--- config.mk ---
export PLATFORM = sky130hd
export DESIGN_NAME = odfp_frame_port
export DESIGN_NICKNAME = d
export VERILOG_FILES = /design/src/odfp_pkg.sv /design/src/odfp_frame_port.sv
export SDC_FILE = /design/constraint.sdc
export NUM_CORES = 1
export LEC_CHECK = 0
export BUFFER_PORTS_ARGS = -buffer_cell sky130_fd_sc_hd__buf_2
export CORE_MARGIN = 5
export CORE_UTILIZATION = 45
export DETAILED_ROUTE_END_ITERATION = 7
export MAX_ROUTING_LAYER = met4
export PLACE_DENSITY = 0.69
export SYNTH_ARGS = -nofsm -noshare
export SYNTH_HDL_FRONTEND = slang
export SYNTH_SLANG_ARGS = --single-unit
export TNS_END_PERCENT = 1
--- constraint.sdc ---
create_clock -name ref_clk -period 1.9 [get_ports ref_clk]
set_clock_uncertainty 0.15 [all_clocks]
set_input_delay 0.38 -clock ref_clk [delete_from_list [all_inputs] [get_ports ref_clk]]
set_output_delay 0.38 -clock ref_clk [all_outputs]
set_load 0.03 [all_outputs]
--- src/odfp_pkg.sv ---
package odfp_pkg;
    // frame geometry
    localparam int ODFP_WORD_W = 16;
    localparam int ODFP_CNT_W = 5;
    localparam logic [4:0] ODFP_CNT_FULL = 5'h10;
    localparam logic [4:0] ODFP_CNT_ABORT = 5'h0F;
    localparam logic [4:0] ODFP_CNT_ZERO = 5'h00;
    localparam logic [4:0] ODFP_CNT_ONE = 5'h01;
    localparam logic [15:0] ODFP_WORD_RST = 16'h0000;
    localparam logic [2:0] ODFP_SYNC_RST = 3'h7;
    localparam logic [2:0] ODFP_SCLK_RST = 3'h0;

    // frame state
    typedef enum logic [1:0] {
        ODFP_IDLE = 2'b00,
        ODFP_SHIFT = 2'b01
    } odfp_state_t;

    // applied update carried to the converter core
    typedef struct packed {
        logic valid;
        logic [15:0] word;
    } odfp_update_t;
endpackage : odfp_pkg
--- src/odfp_frame_port.sv ---
// note: pins are sampled by ref_clk, so each pin level must last 2+ clocks
module odfp_frame_port
    import odfp_pkg::*;
(
    // clock and reset
    input wire logic ref_clk,
    input wire logic nrst,
    // serial pins
    input wire logic sclk_pin,
    input wire logic sync_n_pin,
    input wire logic sdi_pin,
    output logic sdo_pin,
    // converter core side
    output odfp_update_t update_q,
    output logic [15:0] applied_word_q
);

    // positions of the pins inside the synchroniser bank
    localparam int PIN_SCLK = 0;
    localparam int PIN_SYNC = 1;
    localparam int PIN_SDI = 2;
    localparam int PIN_N = 3;

    // top bit of the input shift register
    localparam int WORD_TOP = ODFP_WORD_W - 1;

    // count at which the edge counter stops
    localparam logic [ODFP_CNT_W-1:0] CNT_SAT = ODFP_CNT_FULL + ODFP_CNT_ONE;

    // level loaded into each pin's flops at reset: high for sync, low for sclk and sdi
    localparam logic [PIN_N-1:0] PIN_IDLE = {
        ODFP_SCLK_RST[0],
        ODFP_SYNC_RST[0],
        ODFP_SCLK_RST[0]
    };

    // pin bank
    logic [PIN_N-1:0] pin_raw;
    logic [PIN_N-1:0] pin_lvl;
    logic [PIN_N-1:0] pin_fall;
    logic [PIN_N-1:0] pin_rise;

    // decoded pin events
    logic sclk_fall;
    logic sync_fall;
    logic sync_rise;
    logic sdi_lvl;

    // frame qualifiers
    logic frame_open;
    logic take_bit;
    logic cnt_full;
    logic commit;

    // frame registers
    odfp_state_t state_q;
    logic [ODFP_WORD_W-1:0] shift_q;
    logic [ODFP_CNT_W-1:0] cnt_q;
    logic chain_q;

    // gather the asynchronous pins so one loop serves them all
    assign pin_raw = {sdi_pin, sync_n_pin, sclk_pin};

    // one synchroniser and edge finder per pin
    genvar g;
    generate
        for (g = 0; g < PIN_N; g++) begin : g_pin
            logic s1_q;
            logic s2_q;
            logic s3_q;
            logic lvl_q;
            logic agree;

            // three-stage synchroniser; only stage two reads stage one
            always_ff @(posedge ref_clk or negedge nrst) begin
                if (!nrst) begin
                    s1_q <= PIN_IDLE[g];
                    s2_q <= PIN_IDLE[g];
                    s3_q <= PIN_IDLE[g];
                end else begin
                    s1_q <= pin_raw[g];
                    s2_q <= s1_q;
                    s3_q <= s2_q;
                end
            end

            // a change counts once stages two and three agree
            assign agree = (s2_q == s3_q);

            // filtered level, starts at the reset level of the pin
            always_ff @(posedge ref_clk or negedge nrst) begin
                if (!nrst) begin
                    lvl_q <= PIN_IDLE[g];
                end else if (agree) begin
                    lvl_q <= s3_q;
                end
            end

            // edges of the filtered level, one clock wide
            assign pin_lvl[g] = lvl_q;
            assign pin_fall[g] = lvl_q && agree && !s3_q;
            assign pin_rise[g] = !lvl_q && agree && s3_q;
        end
    endgenerate

    // pin events by name
    assign sclk_fall = pin_fall[PIN_SCLK];
    assign sync_fall = pin_fall[PIN_SYNC];
    assign sync_rise = pin_rise[PIN_SYNC];
    assign sdi_lvl = pin_lvl[PIN_SDI];

    // frame qualifiers shared by the processes below
    assign frame_open = (state_q == ODFP_SHIFT);
    assign take_bit = frame_open && sclk_fall;
    assign cnt_full = (cnt_q >= ODFP_CNT_FULL);
    assign commit = frame_open && sync_rise && cnt_full;

    // frame state: open on sync fall, close on sync rise
    always_ff @(posedge ref_clk or negedge nrst) begin
        if (!nrst) begin
            state_q <= ODFP_IDLE;
        end else begin
            case (state_q)
                ODFP_IDLE: begin
                    if (sync_fall) begin
                        state_q <= ODFP_SHIFT;
                    end
                end
                ODFP_SHIFT: begin
                    if (sync_rise) begin
                        state_q <= ODFP_IDLE;
                    end
                end
                default: begin
                    state_q <= ODFP_IDLE;
                end
            endcase
        end
    end

    // falling edge count, saturating so long frames never wrap
    always_ff @(posedge ref_clk or negedge nrst) begin
        if (!nrst) begin
            cnt_q <= ODFP_CNT_ZERO;
        end else if (sync_fall) begin
            cnt_q <= ODFP_CNT_ZERO;
        end else if (take_bit && cnt_q != CNT_SAT) begin
            cnt_q <= cnt_q + ODFP_CNT_ONE;
        end
    end

    // input shift register, msb first
    always_ff @(posedge ref_clk or negedge nrst) begin
        if (!nrst) begin
            shift_q <= ODFP_WORD_RST;
        end else if (take_bit) begin
            shift_q <= {shift_q[WORD_TOP-1:0], sdi_lvl};
        end
    end

    // chain output: bit leaving the register, once past 16 edges
    always_ff @(posedge ref_clk or negedge nrst) begin
        if (!nrst) begin
            chain_q <= 1'b0;
        end else if (take_bit && cnt_full) begin
            chain_q <= shift_q[WORD_TOP];
        end else if (!frame_open) begin
            chain_q <= 1'b0;
        end
    end

    // chain pin straight from its flop
    assign sdo_pin = chain_q;

    // update pulse; an early rise leaves everything as it was
    always_ff @(posedge ref_clk or negedge nrst) begin
        if (!nrst) begin
            update_q <= '0;
        end else if (commit) begin
            update_q <= '{valid: 1'b1, word: shift_q};
        end else begin
            update_q.valid <= 1'b0;
        end
    end

    // applied word: zero from reset until the first complete frame
    always_ff @(posedge ref_clk or negedge nrst) begin
        if (!nrst) begin
            applied_word_q <= ODFP_WORD_RST;
        end else if (commit) begin
            applied_word_q <= shift_q;
        end
    end

endmodule : odfp_frame_port

==> flow_summary.ini <==
[synthesis]
postSynth.asyncResetShare = 1.00
netlist_instances = 181
synth_seq_cells = 52
yosys.area_share.adder = 0.0269
synth_top_area_cell = dfrtp_1
synth_flop_cell = dfrtp_1
avgSynthCellArea_um2 = 11.8
synth_top_area_share = 0.560
synth-compound-area-share = 0.0385
synth_top_family_by_area = simple AND/OR/NAND/NOR gates
synth-edff-count = 0
syn_nets = 189
synth-xor-area-share = 0
syn-cell-area_um2 = 2140
synth_seq_area_share = 0.609
muxShareOfSynthArea = 0.0998
synthTopCellsByArea = dfrtp_1 56%, nand2_1 9.5%, mux2_4 6.3%, buf_4 5.6%, dfstp_2 4.9%
synth-simple-area-share = 0.142
yosys_warnings = 0
synth_cell_types = 24

[placement]
dpl.hpwl_um = 2350
placed_area_um2 = 2290
gp_congestion = 0.808
port_buffers = 38
dp.cells = 255

[routing]
via_per_inst = 4.88
drcViolationCount = 0
drt_pass1_iterations = 4
dr.first_iter.drc_count = 113
avgRoutedWirePerCell_um = 13.2
ant_nets = 0
num_vias = 1294
wirelength_um = 3500

[global_route]
grt_pass1_wl_um = 5890
antenna_found_initial = 0
grt_pass1_vias = 1221
grt_usage = 0.124
grt_max_degree = 53
grt_overflow = 0

[cts]
clock_sinks = 52
h-tree-depth = 2
clk_path_buf_depth = 2
cts_tree = yes
path_clk_slew_ns = 0.10
cts_root_buf = clkbuf_8
insertion_delay_ns = 0.31
postCtsSetupBuffers = 0
cts_buffers = 5

[run]
cap_violations = 0

[setup_path]
critical_path_arrival_ns = 1.82
critPathLaunchType = register
crit_path_end_kind = register
critPathRequiredTime_ns = 1.94
path_max_fanout = 17
crit_type = register to register

[finish]
final_cells = 265
drive_above_1_share = 0.346
area_delta_synth_final_pct = 12.1
fin_nets = 218
post-route-cell-area_um2 = 2400
diodes = 0

[timing]
fin_crit_sh = 0.937
finalHoldViolations = 0
worst_hold_slack_ns = 0.0182
max_freq_mhz = 561
rsz0062_at_grt = no
tightest_slew_ns = 0.313
fin_setup_tns_ns = 0
period_minus_slack_ns = 1.78
slew_headroom = 0.788
slew_violations = 0
finalSetupViolCount = 0

[pwr]
sequentialPowerShare = 0.613
ir_drop_uv = 435
pwr-share-comb = 0.072
power_density_nw_per_um2 = 858
sw_frac_of_total = 0.261
p_int_w = 0.00152
clock_power_share = 0.315
p_sw_w = 0.000539
leakage_nw = 1.33

[floorplanning]
fp.dieArea_um2 = 6240
core-area_um2 = 4660
fp-row-count = 25
io_pins = 39
fp.dieW_um = 79.0
die_h_um = 79.0
initial_core_util = 0.460

[min_path]
min_path_type = input port to register

[outcome]
status = finished clean
==> metrics by stage <==
stage,setup slack (ns),total power (W),util
CTS,0.111,0.00209,0.514
global placement,0.152,0.00143,0.491
global route,0.0647,0.00219,0.516
detailed placement,0.125,0.00144,0.491
finish,0.119,0.00206,0.516
floorplan,0.105,0.00136,-
==> sequential cells by signal, indices dropped and copies added (netlist names) <==
name	cells
g_pin.s1_q	3
g_pin.s3_q	3
shift_q	16
update_q	17
g_pin.s2_q	3
sdo_pin	1
state_q	1
cnt_q	5
g_pin.lvl_q	3
==> synthesized netlist by cell type (2+ instances only) <==
cell	instances
nand2_1	54
dfrtp_1	48
buf_4	16
mux2_4	9
o21ai_0	8
mux2_2	7
a21oi_1	5
clkbuf_1	4
dfstp_2	4
nand3_1	4
ha_1	3
inv_1	3
or3_1	3
maj3_1	2
nand4bb_1	2
==> cells by family (layout without fill, tap and decap cells) <==
group | after synthesis | count (layout)
adders and majority gates | 5 | 5
and+or+nand+nor | 68 | 68
muxes | 16 | 16
DFF | 52 | 52
AOI/OAI and AO/OA | 15 | 15
buffers and inverters | 25 | 55
==> power by group through the flow <==
stage / Sequential [W] / Combinational, W / Clock (W)
detailed placement: 0.00129 / 0.000150 / 0
global route: 0.00128 / 0.000180 / 0.000734
finish: 0.00126 / 0.000149 / 0.000649
floorplan: 0.00126 / 0.0000991 / 0
CTS: 0.00127 / 0.000152 / 0.000672
global placement: 0.00128 / 0.000144 / 0
==> layer usage <==
layer  wire length [um]  global-route usage  vias to the layer above
li1                   -                   -                      633
met1               1670               0.164                      621
met2               1600               0.181                       34
met3                184              0.0374                        6
met4                 52              0.0464                        0
met5                  0                   -                        -
==> final timing paths <==
| path | from | end | slack [ns] | depth (start not counted) |
|---|---|---|---|---|
| hold / removal | sclk_pin | g_pin[0].s1_q | 0.02 | 1 |
| max in group asynchronous | nrst | g_pin[1].s2_q | 0.87 | 3 |
| hold reg to reg | g_pin[2].s1_q | g_pin[2].s2_q | 0.20 | 0 |
| min in group asynchronous | nrst | update_q[10] | 0.43 | 3 |
| setup reg to reg | g_pin[1].s2_q | update_q[0] | 0.12 | 4 |
| setup / recovery | g_pin[1].s2_q | update_q[0] | 0.12 | 4 |
==> final cells by class <==
cell class | instances | area, um2
clock buffers | 5 | 68.8
clock inverters | 3 | 25.0
fillers | 424 | 2260
inverters | 3 | 11.3
multi-input cells | 104 | 659
flip-flops and latches | 52 | 1310
well taps | 54 | 67.6
repair buffers | 44 | 265
==> cells in the final DEF (no fill, tap or decap), types with 3 or more instances in the layout <==
cell      instances
inv_1             3
clkbuf_8          5
dfstp_2           4
mux2_4            9
a21oi_1           5
or3_1             3
mux2_2            7
dfrtp_1          48
buf_2            38
nand3_1           4
ha_1              3
o21ai_0           8
nand2_1          54
==> what timing repair did <==
action	CTS	global route
endpoints found under the hold margin	48	1
hold buffers	1	1
endpoints found under the setup margin	0	0
resized for setup	0	0
==> worst max-delay path: stages (launching register included) <==
cell	delay, ns
dfstp_2	0.57
nand2_1	0.08
or3_1	0.39
buf_12	0.18
mux2_4	0.30
No activity file was read; power rests on OpenSTA's default activity.
